==> src/core/fwr_pkg.sv <==
// constants and types for the flash read, wrap and reset command block
package fwr_pkg;

   // timing
   localparam int unsigned CLK_NS    = 40;
   localparam int unsigned RCH_NS    = 40;
   localparam int unsigned RCH_RAW   = (RCH_NS + CLK_NS - 1) / CLK_NS;
   localparam int unsigned RCH_CYC   = (RCH_RAW < 1) ? 1 : RCH_RAW;

   // opcodes
   localparam logic [7:0]  OP_DUAL_IO_RD = 8'hbb;
   localparam logic [7:0]  OP_QUAD_IO_RD = 8'heb;
   localparam logic [7:0]  OP_SET_WRAP   = 8'h77;
   localparam logic [7:0]  OP_SET_PARAM  = 8'hc0;
   localparam logic [7:0]  OP_RST_EN     = 8'h66;
   localparam logic [7:0]  OP_RST        = 8'h99;

   // frame lengths in bits or clocks
   localparam int unsigned OPC_BITS      = 8;
   localparam int unsigned ADDR_BITS     = 24;
   localparam int unsigned MODE_BITS     = 8;
   localparam int unsigned WRAP_ARG_CLK  = 8;
   localparam int unsigned PARAM_ARG_CLK = 2;
   localparam int unsigned QSPI_DUMMY    = 4;
   localparam int unsigned QPI_MODE_CLK  = 4;
   localparam int unsigned DUMMY_MIN     = 4;
   localparam int unsigned DUMMY_MID     = 6;
   localparam int unsigned DUMMY_MAX     = 8;
   localparam int unsigned WRAP_MIN_BYTES = 8;

   // field positions
   localparam int unsigned MODE_CONT_HI  = 5;
   localparam int unsigned MODE_CONT_LO  = 4;
   localparam int unsigned WRAP_ARG_HI   = 6;
   localparam int unsigned WRAP_ARG_LO   = 4;
   localparam int unsigned PARAM_DUM_HI  = 5;
   localparam int unsigned PARAM_DUM_LO  = 4;
   localparam int unsigned PARAM_WLEN_HI = 1;
   localparam int unsigned PARAM_WLEN_LO = 0;
   localparam logic [1:0]  CONT_ON       = 2'h2;

   // reset values; wrap setting is {length[1:0], disable}
   localparam logic [2:0]  WRAP_SET_RST  = 3'h1;
   localparam logic [7:0]  PARAM_RST     = 8'h00;

   typedef enum logic [1:0] {
      LN_1 = 2'h0,
      LN_2 = 2'h1,
      LN_4 = 2'h2
   } fwr_lanes_t;

   typedef enum logic [2:0] {
      ST_IDLE  = 3'h0,
      ST_OPC   = 3'h1,
      ST_ADDR  = 3'h3,
      ST_MODE  = 3'h2,
      ST_DUMMY = 3'h6,
      ST_DATA  = 3'h7,
      ST_ARG   = 3'h5,
      ST_SKIP  = 3'h4
   } fwr_state_t;

endpackage

==> src/core/fwr_pin_if.sv <==
// synchronised link pins and their edges
`timescale 1ns/1ns
`default_nettype none
interface fwr_pin_if;
   logic       sclk_rise;
   logic       sclk_fall;
   logic       cs_fall;
   logic       cs_rise;
   logic       cs_low;
   logic [3:0] io;

   modport src (output sclk_rise, output sclk_fall, output cs_fall, output cs_rise,
                output cs_low, output io);
   modport dst (input sclk_rise, input sclk_fall, input cs_fall, input cs_rise,
                input cs_low, input io);
endinterface
`default_nettype wire

==> src/core/fwr_pin_sync.sv <==
// two-stage synchroniser and edge finder for the serial link pins
`timescale 1ns/1ns
`default_nettype none
module fwr_pin_sync
   import fwr_pkg::*;
(
   // clock and reset
   input  wire logic       clk_i,
   input  wire logic       rst_i,
   // raw pins
   input  wire logic       sclk_i,
   input  wire logic       cs_n_i,
   input  wire logic [3:0] io_i,
   // synchronised side
   fwr_pin_if.src          pins
);

   logic       sclk_s1_q;
   logic       sclk_s2_q;
   logic       sclk_s3_q;
   logic       csn_s1_q;
   logic       csn_s2_q;
   logic       csn_s3_q;
   logic [3:0] io_s1_q;
   logic [3:0] io_s2_q;

   // io shares the sclk latency so a rise sees the data it latched
   always_ff @(posedge clk_i)
   begin
      if (rst_i)
      begin
         sclk_s1_q <= 1'b0;
         sclk_s2_q <= 1'b0;
         sclk_s3_q <= 1'b0;
         csn_s1_q  <= 1'b1;
         csn_s2_q  <= 1'b1;
         csn_s3_q  <= 1'b1;
         io_s1_q   <= 4'h0;
         io_s2_q   <= 4'h0;
      end
      else
      begin
         sclk_s1_q <= sclk_i;
         sclk_s2_q <= sclk_s1_q;
         sclk_s3_q <= sclk_s2_q;
         csn_s1_q  <= cs_n_i;
         csn_s2_q  <= csn_s1_q;
         csn_s3_q  <= csn_s2_q;
         io_s1_q   <= io_i;
         io_s2_q   <= io_s1_q;
      end
   end

   assign pins.sclk_rise = sclk_s2_q & ~sclk_s3_q;
   assign pins.sclk_fall = ~sclk_s2_q & sclk_s3_q;
   assign pins.cs_fall   = ~csn_s2_q & csn_s3_q;
   assign pins.cs_rise   = csn_s2_q & ~csn_s3_q;
   assign pins.cs_low    = ~csn_s2_q;
   assign pins.io        = io_s2_q;

endmodule
`default_nettype wire

==> src/core/fwr_cmd.sv <==
// command interpreter: dual/quad io reads, burst wrap, software reset
`timescale 1ns/1ns
`default_nettype none
module fwr_cmd
   import fwr_pkg::*;
#(
   parameter int unsigned CNT_W = 5
)
(
   // clock and reset
   input  wire logic                 clk_i,
   input  wire logic                 rst_i,
   // serial link
   input  wire logic                 sclk_i,
   input  wire logic                 cs_n_i,
   input  wire logic [3:0]           io_i,
   output logic      [3:0]           io_o,
   output logic      [3:0]           io_oe_o,
   // configuration
   input  wire logic                 quad_enable_bit_i,
   input  wire logic                 quad_command_mode_i,
   input  wire logic                 deep_powerdown_i,
   // array read port
   output logic      [ADDR_BITS-1:0] arr_addr_o,
   output logic                      arr_rd_o,
   input  wire logic [7:0]           arr_data_i,
   // status
   output logic      [2:0]           wrap_setting_o,
   output logic      [7:0]           read_parameter_o,
   output logic                      continuous_mode_o,
   output logic                      soft_reset_o
);

   if (CNT_W < 5 || CNT_W > 8 || RCH_CYC > 255)
   begin : g_chk
      $error("fwr_cmd: counter width must be 5 to 8");
   end

   fwr_pin_if pins ();

   fwr_pin_sync u_sync (
      .clk_i  (clk_i),
      .rst_i  (rst_i),
      .sclk_i (sclk_i),
      .cs_n_i (cs_n_i),
      .io_i   (io_i),
      .pins   (pins)
   );

   fwr_state_t             state_q;
   fwr_lanes_t             lanes_q;
   logic [CNT_W-1:0]       cnt_q;
   logic [CNT_W-1:0]       last_q;
   logic [ADDR_BITS-1:0]   sh_q;
   logic                   quad_rd_q;
   logic                   arg_wrap_q;
   logic                   cont_q;
   logic                   cont_quad_q;
   logic                   rst_en_q;
   logic                   armed_q;
   logic [7:0]             hold_q;
   logic [2:0]             wrap_q;
   logic [7:0]             param_q;
   logic                   srst_q;
   logic [ADDR_BITS-1:0]   addr_q;
   logic [7:0]             nxt_q;
   logic [7:0]             ob_q;
   logic [1:0]             ocnt_q;
   logic [3:0]             io_q;
   logic [3:0]             oe_q;
   logic                   rd_q;
   logic                   rd_p_q;

   logic [ADDR_BITS-1:0]   sh_nxt;
   logic                   phase_end;
   logic                   opc_end;
   logic [7:0]             opc;
   logic [CNT_W-1:0]       extra;
   logic                   enter_data;
   logic                   wrap_on;
   logic                   byte_step;
   logic [7:0]             cur_byte;

   function automatic logic [ADDR_BITS-1:0] shift_in(input logic [ADDR_BITS-1:0] s,
                                                      input logic [3:0]           d,
                                                      input fwr_lanes_t           ln);
      unique case (ln)
         LN_4:    return {s[ADDR_BITS-5:0], d};
         LN_2:    return {s[ADDR_BITS-3:0], d[1:0]};
         default: return {s[ADDR_BITS-2:0], d[0]};
      endcase
   endfunction

   function automatic logic [CNT_W-1:0] clocks_for(input int unsigned bits,
                                                   input fwr_lanes_t  ln);
      unique case (ln)
         LN_4:    return CNT_W'(bits / 4);
         LN_2:    return CNT_W'(bits / 2);
         default: return CNT_W'(bits);
      endcase
   endfunction

   // clocks between the mode byte and data
   function automatic logic [CNT_W-1:0] read_dummy(input logic [7:0] p,
                                                   input logic       quad_command_mode,
                                                   input logic       quad);
      int unsigned total;
      total = DUMMY_MIN;
      if (!quad)
         return '0;
      if (!quad_command_mode)
         return CNT_W'(QSPI_DUMMY);
      unique case (p[PARAM_DUM_HI:PARAM_DUM_LO])
         2'h1:       total = DUMMY_MID;
         2'h2, 2'h3: total = DUMMY_MAX;
         default:    total = DUMMY_MIN;
      endcase
      return CNT_W'(total - QPI_MODE_CLK);
   endfunction

   // byte mask of the aligned wrap section
   function automatic logic [ADDR_BITS-1:0] section_mask(input logic [1:0] len);
      return ADDR_BITS'((WRAP_MIN_BYTES << len) - 1);
   endfunction

   function automatic logic [ADDR_BITS-1:0] next_addr(input logic [ADDR_BITS-1:0] a,
                                                       input logic                 on,
                                                       input logic [1:0]           len);
      logic [ADDR_BITS-1:0] mask;
      logic [ADDR_BITS-1:0] inc;
      mask = section_mask(len);
      inc  = a + 1'b1;
      return on ? ((a & ~mask) | (inc & mask)) : inc;
   endfunction

   assign sh_nxt     = shift_in(sh_q, pins.io, lanes_q);
   assign phase_end  = pins.sclk_rise && pins.cs_low && (cnt_q == last_q);
   assign opc_end    = phase_end && (state_q == ST_OPC);
   assign opc        = sh_nxt[7:0];
   assign extra      = read_dummy(param_q, quad_command_mode_i, quad_rd_q);
   assign enter_data = phase_end && ((state_q == ST_DUMMY) ||
                                     ((state_q == ST_MODE) && (extra == '0)));
   // wrap only for quad io read outside quad command mode
   assign wrap_on    = !wrap_q[0] && quad_rd_q && !quad_command_mode_i;
   assign byte_step  = (state_q == ST_DATA) && pins.sclk_fall && pins.cs_low &&
                       (ocnt_q == 2'h0);
   assign cur_byte   = (ocnt_q == 2'h0) ? nxt_q : ob_q;

   // frame sequencing on sampled rising edges
   always_ff @(posedge clk_i)
   begin
      if (rst_i || !pins.cs_low)
      begin
         state_q    <= ST_IDLE;
         cnt_q      <= '0;
         last_q     <= '0;
         lanes_q    <= LN_1;
         sh_q       <= '0;
         arg_wrap_q <= 1'b0;
         if (rst_i)
            quad_rd_q <= 1'b0;
      end
      else if (pins.cs_fall)
      begin
         cnt_q <= '0;
         if (cont_q)
         begin
            // no opcode expected in continuous read
            state_q   <= ST_ADDR;
            lanes_q   <= cont_quad_q ? LN_4 : LN_2;
            last_q    <= clocks_for(ADDR_BITS, cont_quad_q ? LN_4 : LN_2) - 1'b1;
            quad_rd_q <= cont_quad_q;
         end
         else
         begin
            state_q <= ST_OPC;
            lanes_q <= quad_command_mode_i ? LN_4 : LN_1;
            last_q  <= clocks_for(OPC_BITS, quad_command_mode_i ? LN_4 : LN_1) - 1'b1;
         end
      end
      else if (pins.sclk_rise)
      begin
         sh_q  <= sh_nxt;
         cnt_q <= (cnt_q == last_q) ? '0 : cnt_q + 1'b1;
         if (cnt_q == last_q)
         begin
            unique case (state_q)
               ST_OPC:
               begin
                  state_q <= ST_SKIP;
                  if (opc == OP_DUAL_IO_RD && !quad_command_mode_i)
                  begin
                     state_q   <= ST_ADDR;
                     lanes_q   <= LN_2;
                     last_q    <= clocks_for(ADDR_BITS, LN_2) - 1'b1;
                     quad_rd_q <= 1'b0;
                  end
                  else if (opc == OP_QUAD_IO_RD && quad_enable_bit_i)
                  begin
                     state_q   <= ST_ADDR;
                     lanes_q   <= LN_4;
                     last_q    <= clocks_for(ADDR_BITS, LN_4) - 1'b1;
                     quad_rd_q <= 1'b1;
                  end
                  else if (opc == OP_SET_WRAP && quad_enable_bit_i && !quad_command_mode_i)
                  begin
                     state_q    <= ST_ARG;
                     lanes_q    <= LN_4;
                     last_q     <= CNT_W'(WRAP_ARG_CLK - 1);
                     arg_wrap_q <= 1'b1;
                  end
                  else if (opc == OP_SET_PARAM && quad_command_mode_i)
                  begin
                     state_q    <= ST_ARG;
                     lanes_q    <= LN_4;
                     last_q     <= CNT_W'(PARAM_ARG_CLK - 1);
                     arg_wrap_q <= 1'b0;
                  end
               end
               ST_ADDR:
               begin
                  state_q <= ST_MODE;
                  last_q  <= clocks_for(MODE_BITS, lanes_q) - 1'b1;
               end
               ST_MODE:
               begin
                  state_q <= (extra == '0) ? ST_DATA : ST_DUMMY;
                  last_q  <= extra - 1'b1;
               end
               ST_DUMMY: state_q <= ST_DATA;
               ST_ARG:   state_q <= ST_SKIP;
               ST_IDLE, ST_DATA, ST_SKIP:
               begin
                  state_q <= state_q;
               end
            endcase
         end
      end
   end

   // continuous read bits; low mode nibble never looked at
   always_ff @(posedge clk_i)
   begin
      if (rst_i)
      begin
         cont_q      <= 1'b0;
         cont_quad_q <= 1'b0;
      end
      else if (phase_end && state_q == ST_MODE)
      begin
         cont_q      <= (sh_nxt[MODE_CONT_HI:MODE_CONT_LO] == CONT_ON);
         cont_quad_q <= quad_rd_q;
      end
   end

   // clocks since the last link rising edge, for the reset hold check
   always_ff @(posedge clk_i)
   begin
      if (rst_i || pins.sclk_rise)
         hold_q <= 8'h00;
      else if (hold_q != 8'hff)
         hold_q <= hold_q + 8'h01;
   end

   // volatile settings and the software reset sequence
   always_ff @(posedge clk_i)
   begin
      if (rst_i)
      begin
         wrap_q   <= WRAP_SET_RST;
         param_q  <= PARAM_RST;
         rst_en_q <= 1'b0;
         armed_q  <= 1'b0;
         srst_q   <= 1'b0;
      end
      else
      begin
         srst_q <= 1'b0;
         if (pins.cs_rise && armed_q && hold_q >= 8'(RCH_CYC))
         begin
            // continuous read state deliberately kept
            wrap_q   <= WRAP_SET_RST;
            param_q  <= PARAM_RST;
            rst_en_q <= 1'b0;
            armed_q  <= 1'b0;
            srst_q   <= 1'b1;
         end
         else if (opc_end)
         begin
            rst_en_q <= (opc == OP_RST_EN);
            armed_q  <= (opc == OP_RST) && rst_en_q && !deep_powerdown_i &&
                        !cont_q;
         end
         else if (pins.sclk_rise)
         begin
            // extra clocks after the reset opcode void it
            armed_q <= 1'b0;
            if (phase_end && state_q == ST_ARG)
            begin
               if (arg_wrap_q)
                  wrap_q <= sh_nxt[WRAP_ARG_HI:WRAP_ARG_LO];
               else
               begin
                  param_q   <= sh_nxt[7:0];
                  wrap_q[2:1] <= sh_nxt[PARAM_WLEN_HI:PARAM_WLEN_LO];
               end
            end
         end
      end
   end

   // data path: array fetch and output on falling edges
   always_ff @(posedge clk_i)
   begin
      if (rst_i)
      begin
         addr_q <= '0;
         nxt_q  <= 8'h00;
         ob_q   <= 8'h00;
         ocnt_q <= 2'h0;
         io_q   <= 4'h0;
         oe_q   <= 4'h0;
         rd_q   <= 1'b0;
         rd_p_q <= 1'b0;
      end
      else
      begin
         rd_q   <= 1'b0;
         rd_p_q <= rd_q;
         if (rd_p_q)
            nxt_q <= arr_data_i;
         if (!pins.cs_low)
         begin
            oe_q   <= 4'h0;
            ocnt_q <= 2'h0;
         end
         if (phase_end && state_q == ST_ADDR)
            addr_q <= sh_nxt;
         if (enter_data)
         begin
            rd_q   <= 1'b1;
            ocnt_q <= 2'h0;
         end
         // lines driven on every data fall, turned round from the first one on
         if ((state_q == ST_DATA) && pins.sclk_fall && pins.cs_low)
         begin
            if (lanes_q == LN_4)
            begin
               io_q   <= cur_byte[7:4];
               oe_q   <= 4'hf;
               ob_q   <= {cur_byte[3:0], 4'h0};
               ocnt_q <= (ocnt_q == 2'h1) ? 2'h0 : 2'h1;
            end
            else
            begin
               io_q   <= {2'h0, cur_byte[7:6]};
               oe_q   <= 4'h3;
               ob_q   <= {cur_byte[5:0], 2'h0};
               ocnt_q <= ocnt_q + 2'h1;
            end
            if (ocnt_q == 2'h0)
            begin
               addr_q <= next_addr(addr_q, wrap_on, wrap_q[2:1]);
               rd_q   <= 1'b1;
            end
         end
      end
   end

   assign io_o              = io_q;
   assign io_oe_o           = oe_q;
   assign arr_addr_o        = addr_q;
   assign arr_rd_o          = rd_q;
   assign wrap_setting_o    = wrap_q;
   assign read_parameter_o  = param_q;
   assign continuous_mode_o = cont_q;
   assign soft_reset_o      = srst_q;
endmodule
`default_nettype wire

==> config.mk <==
export PLATFORM = sky130hd
export DESIGN_NAME = fwr_cmd
export DESIGN_NICKNAME = d
export VERILOG_FILES = /design/src/core/fwr_pkg.sv /design/src/core/fwr_pin_if.sv /design/src/core/fwr_pin_sync.sv /design/src/core/fwr_cmd.sv
export SDC_FILE = /design/constraint.sdc
export NUM_CORES = 1
export LEC_CHECK = 0
export BUFFER_PORTS_ARGS = -buffer_cell sky130_fd_sc_hd__buf_2
export CAP_MARGIN = 10
export CORE_ASPECT_RATIO = 0.8
export CORE_MARGIN = 3
export CORE_UTILIZATION = 54
export DETAILED_ROUTE_END_ITERATION = 12
export GPL_ROUTABILITY_DRIVEN = 0
export PLACE_DENSITY = 0.81
export SYNTH_ARGS = -nofsm -noshare
export SYNTH_HDL_FRONTEND = slang
export SYNTH_SLANG_ARGS = --single-unit
==> constraint.sdc <==
create_clock -name clk_i -period 2.4 [get_ports clk_i]
set_clock_uncertainty 0.05 [all_clocks]
set_input_delay 0.36 -clock clk_i [delete_from_list [all_inputs] [get_ports clk_i]]
set_output_delay 0.36 -clock clk_i [all_outputs]
set_load 0.01 [all_outputs]
* Word level (Yosys, flattened, before mapping)
Cells that the tools add are included.
Word-level totals: logic and storage cells 237, flip-flop bits (word level) 130, output and inout port bits 46, input port bits 19
Cells by class: equality and inequality tests 30, bitwise gates (word level) 17, reduce and logical (&&, ||, !) cells 58, multiplexer cells 88, $add $sub $neg 10, shift operators 1, $lt $le $gt $ge 1
Operator list (count):
- 5-bit 2-to-1 mux | 26
- 24-bit 2-to-1 mux | 4
- 24-bit bitwise AND | 2
- 24-bit case mux with 2 select lines | 1
- 2-bit 2-to-1 mux | 17
- 8-bit equality test (second input constant) | 4
- 24-bit by 1-bit adder with 24-bit output (second input constant) | 1
- 24-bit inverter | 1
- 24-bit bitwise OR | 1
- 4-bit case mux with 2 select lines | 3
- 4-bit by 2-bit left shift with 24-bit output (first input constant) | 1
- 24-bit by 1-bit subtractor with 24-bit output (second input constant) | 1
- 1-bit 2-to-1 mux | 23
- 1-bit logical AND | 22
- 5-bit by 1-bit subtractor with 5-bit output (second input constant) | 4
- 8-bit by 7-bit equality test with 1-bit output (second input constant) | 2
- 4-bit 2-to-1 mux | 4
- 8-bit 2-to-1 mux | 2
- 4-bit AND reduction | 4
- 3-bit 2-to-1 mux | 5
- 3-bit case mux with 5 select lines | 1
- 5-bit case mux with 3 select lines | 1
- 2-bit equality test (second input constant) | 6
- 3-bit equality test (second input constant) | 4
- other kinds (31) | 65

* Longest topological paths before layout
depth in word-level cells 15, gate-level depth with buffers 11, depth with buffers taken out 10

* Modules after synthesis
Synthesis repeated with hierarchy kept, for this count alone.
Unflattened totals: cell total of the unflattened synthesis 798, area, all modules 6492.5 um^2
By module, submodules not included:
- fwr_cmd | area an instance 6080.8 um^2, seq. area each 2252.2 um^2, cells each 764, instances 1
- fwr_pin_sync | area an instance 411.6 um^2, seq. area each 280.3 um^2, cells each 34, instances 1

* Worst setup path after synthesis
OpenSTA, ideal clock, no wires.
path type reg2reg, from register lanes_q[0], to register arg_wrap_q, setup slack -0.196 ns, required time 2.234 ns, clock period less this slack 2.596 ns, cell stages (with the launch flop) 10, arrival 2.430 ns, cell sequence dfxtp_1 inv_1 ha_1 buf_2 buf_4 mux2_2 or4b_4 o22ai_4 a31oi_1 a41o_1
Between the ends: cells in the longest elaborated chain, start to end 7, elaborated cells between the ends (all ways) 17, classes of those cells 6 x eq/ne; 2 x mux; 2 x bitwise; 7 x reduce/logical
RTL lines:
- start: declaration | line fwr_cmd.sv:51 | fwr_lanes_t lanes_q;
- start signal: assignment | line fwr_cmd.sv:170 | lanes_q <= cont_quad_q ? LN_4 : LN_2;
- start signal: assignment | line fwr_cmd.sv:177 | lanes_q <= quad_command_mode_i ? LN_4 : LN_1;
- 2-bit by 1-bit equality test with 1-bit output or 2-bit equality test (tied branches) | line fwr_cmd.sv:87 | unique case (ln)
- 24-bit case mux with 2 select lines (*) | line fwr_cmd.sv:87
- 8-bit by 7-bit equality test with 1-bit output | line fwr_cmd.sv:205 | else if (opc == OP_SET_WRAP && quad_enable_bit_i && !quad_command_mode_i)
- 1-bit logical AND (2 in a row) | line fwr_cmd.sv:205
- 2-bit nonzero test (no source line)
- 7-bit AND reduction (no source line)
- end signal: assignment | line fwr_cmd.sv:159 | arg_wrap_q <= 1'b0;
- end signal: assignment | line fwr_cmd.sv:210 | arg_wrap_q <= 1'b1;
- end signal: assignment | line fwr_cmd.sv:217 | arg_wrap_q <= 1'b0;
- end: declaration | line fwr_cmd.sv:56 | logic arg_wrap_q;
Every way passes the cells marked *; elsewhere a longest branch is shown, timed or not. A chain may end at the register's enable or synchronous reset.

* Worst setup path after layout
Ends and elaborated chain as after synthesis.

==> impl_metrics.ini <==
[synthesis]
synth_top_cells_by_area = dfxtp_1, nand2_1, a21oi_1
synth_enable_flop_cells = 1
async_flop_share_pct = 0
synth.ff_latch_count = 126
syn_area_mm2 = 0.00648
synth_area_per_cell_um2 = 8.09
netlist_instances = 801
synth_seq_area_share_pct = 39.1
dominantRegCellSynth = dfxtp_1
syn-num-nets = 833
synthDistinctLibCells = 70
ys.warnings.count = 0
post_synth_top_area_share_pct = 38.6
synth.top_cells.by_count = dfxtp_1, nand2_1, nor2_1
post-synth-top-area-cell = dfxtp_1

[placed_design]
dp_cells = 1021
hpwlAfterDp_um = 12900
io_buffers = 64

[clock_tree]
clock_root_buffer = clkbuf_16
worst_setup_hold_path_clk_slew_ns = 0.06
tritoncts = yes
clock_latency_ns = 0.42
clock_path_buffers = 2
cts.sinks = 126
cts_made_buffers = 17
htree_num_levels = 4

[drt]
post_route_drc_violation_count = 0
route.detailed.vias_per_inst = 6.07
dr_total_vias = 6424
detail_route.wirelength_um = 18800
detail_route.iter0.violations = 901
count_of_nets_left_with_antenna_violations_after_detail_routing = 0
drt_first_pass_iters = 6
wl_per_cell_um = 17.8

[setup_path]
worstSetupStartpointType = flip-flop
cp_endpoint_kind = flip-flop
rr_endpoint = arg_wrap_q$_SDFFE_PN0P_
path_class = flip-flop to flip-flop
worst-r2r-cell-count = 10
reg2reg_setup_slack_ns = -0.13
arrival_time_at_the_worst_endpoint_ns = 2.79
critPathRequiredTime_ns = 2.66
critical_path_peak_fanout = 7
critical_path.reg2reg.startpoint = lanes_q[0]$_SDFFE_PN0P_

[timing]
period_share_pct = 105
fin_ws_ns = -0.131
worstMarginPinSlew_ns = 0.852
minimum_period_implied_by_the_final_worst_setup_slack_ns = 2.53
max_slew_margin_pct = 43.0
grt_setup_unrepaired = true
final_count_of_negative_setup_slack_endpoints = 11
final-hold-violation-count = 0
drv_slew = 0
fin_tns_setup_ns = -0.785
timing.fmax_ghz = 0.395

[floorplanning]
row_count = 35
dieWidth_um = 129
die_h_um = 104
io_pins = 65
design.core.area_mm2 = 0.0116
floorplan.initialDensity_pct = 55.9
die-area_mm2 = 0.0134

[layout]
count_of_antenna_diodes_in_the_layout = 0
final_core_utilization_pct = 68.7
fillerInstances = 890
final_layout_size_suffix_gt1_share_pct = 22.2
layout.cells.non_filler = 1059
nets = 930
synthToLayoutAreaGrowth_pct = 23.0

[global_routing]
grt_antenna_before_repair = 0
grt_pass1_wl_um = 30300
grt_pass1_vias = 5808
gr-total-overflow = 0
track_usage_pct = 28.0
grt_start_max_net_pins = 62

[run_status]
run_status = complete, but fails checks
violations = negative setup slack

[power_and_ir_drop]
power.static_leakage_nw = 2.93
ir_worst_vdd_mv = 0.520
cellPowerDensity_mw_per_mm2 = 611

[hold_path]
worst_hold_path_type = input pin to flip-flop
worst_hold_startpoint = cs_n_i
whs_endpoint = u_sync.csn_s1_q$_SDFF_PP1_
timing.hold.worst_path_depth = 2

[flow_run]
max-cap-violations = 0
[repair_timing]
action | 4_1_cts | 5_1_grt
hold buffers | 0 | 0
resized for setup | 11 | 7
setup endpoints to repair | 14 | 15
cloned | 0 | 0
pin swaps | 13 | 7
setup buffers | 5 | 1
[stage by stage]
| step | hold slack, ns | cell area, um2 | worst slack (ns) | power, mW |
|---|---|---|---|---|
| final | 0.0750 | 7980 | -0.131 | 4.87 |
| after global routing | 0.0870 | 7980 | -0.179 | 5.00 |
| after CTS | 0.0697 | 7930 | -0.0964 | 4.88 |
| after detailed placement | 0.357 | 7250 | -0.183 | 2.31 |
| after global placement | 0.344 | 7250 | -0.127 | 2.31 |
| after floorplan | 0.339 | 6540 | -0.0857 | 2.26 |
[worst max path at each step]
stage,startpoint,endpoint,slack (ns),cells after the start
floorplan,lanes_q[1]$_SDFFE_PN0P_,arg_wrap_q$_SDFFE_PN0P_,-0.09,9
global placement,lanes_q[0]$_SDFFE_PN0P_,last_q[2]$_SDFFE_PN0P_,-0.13,8
detailed placement,lanes_q[0]$_SDFFE_PN0P_,lanes_q[1]$_SDFFE_PN0P_,-0.18,8
CTS,lanes_q[0]$_SDFFE_PN0P_,arg_wrap_q$_SDFFE_PN0P_,-0.1,9
global route,lanes_q[0]$_SDFFE_PN0P_,arg_wrap_q$_SDFFE_PN0P_,-0.18,10
finish,lanes_q[0]$_SDFFE_PN0P_,arg_wrap_q$_SDFFE_PN0P_,-0.13,10
[kinds of logic after synthesis]
group	count (synthesis)	share of synthesized area, %
AND/OR/NAND/NOR	334	25.0
adder cells (fa/ha/maj)	13	2.51
AO/OA/AOI/OAI	203	20.6
multiplexers	37	6.02
buffers and inverters	73	4.75
XOR/XNOR	15	2.03
flip-flops	126	39.1
[critical path, cell delays in order (launching register included)]
cell and delay (ns):
dfxtp_4 0.38, inv_4 0.04, ha_4 0.29, buf_4 0.17
a221o_1 0.17, buf_4 0.13, nand4_1 0.10, or4_4 0.48
o22ai_4 0.27, a31oi_1 0.13, a41o_1 0.21
[metal layers]
layer / vias to the layer above / part of all wire, % / track usage (%)
met5: - / 0 / 0
met4: 0 / 2.4 / 7.42
met3: 46 / 11 / 8.06
met2: 342 / 44 / 41.7
met1: 2971 / 43 / 39.7
li1: 3065 / - / -
[report_power, final]
part           leakage [nW]  total (mW)  switching (mW)  internal, mW
combinational          1.62       0.148          0.0967        0.0511
clock                 0.291        2.60           0.982          1.62
sequential             1.02        2.12          0.0137          2.11
[placed cells by master, fill, tap and decap left out, types with 5 or more instances in the layout]
cell type    n
a22oi_1     21
or3_1        5
buf_4       63
nand3_1     22
buf_2       64
dfxtp_1    123
nor3_1      19
or2_2        6
clkbuf_16   17
a31oi_1     14
a221o_1      6
nor2b_1     22
mux2_2       5
mux2i_1     30
ha_1        11
a211oi_1    16
o21ai_0     37
nand4_1     17
nor2_1      71
xnor2_1     11
inv_1       20
a21oi_1     62
nand2_1    125
nand2b_1    16
[final cells by class]
| type | instances | area [um2] | area share (%) |
|---|---|---|---|
| multi-input cells | 602 | 3750 | 47.0 |
| clock buffers | 21 | 470 | 5.90 |
| flip-flops and latches | 126 | 2540 | 31.8 |
| clock inverters | 11 | 129 | 1.62 |
| well taps | 148 | 185 | 2.32 |
| repair buffers | 129 | 816 | 10.2 |
| inverters | 22 | 85.1 | 1.07 |
Power figures use the tool's default switching activity.
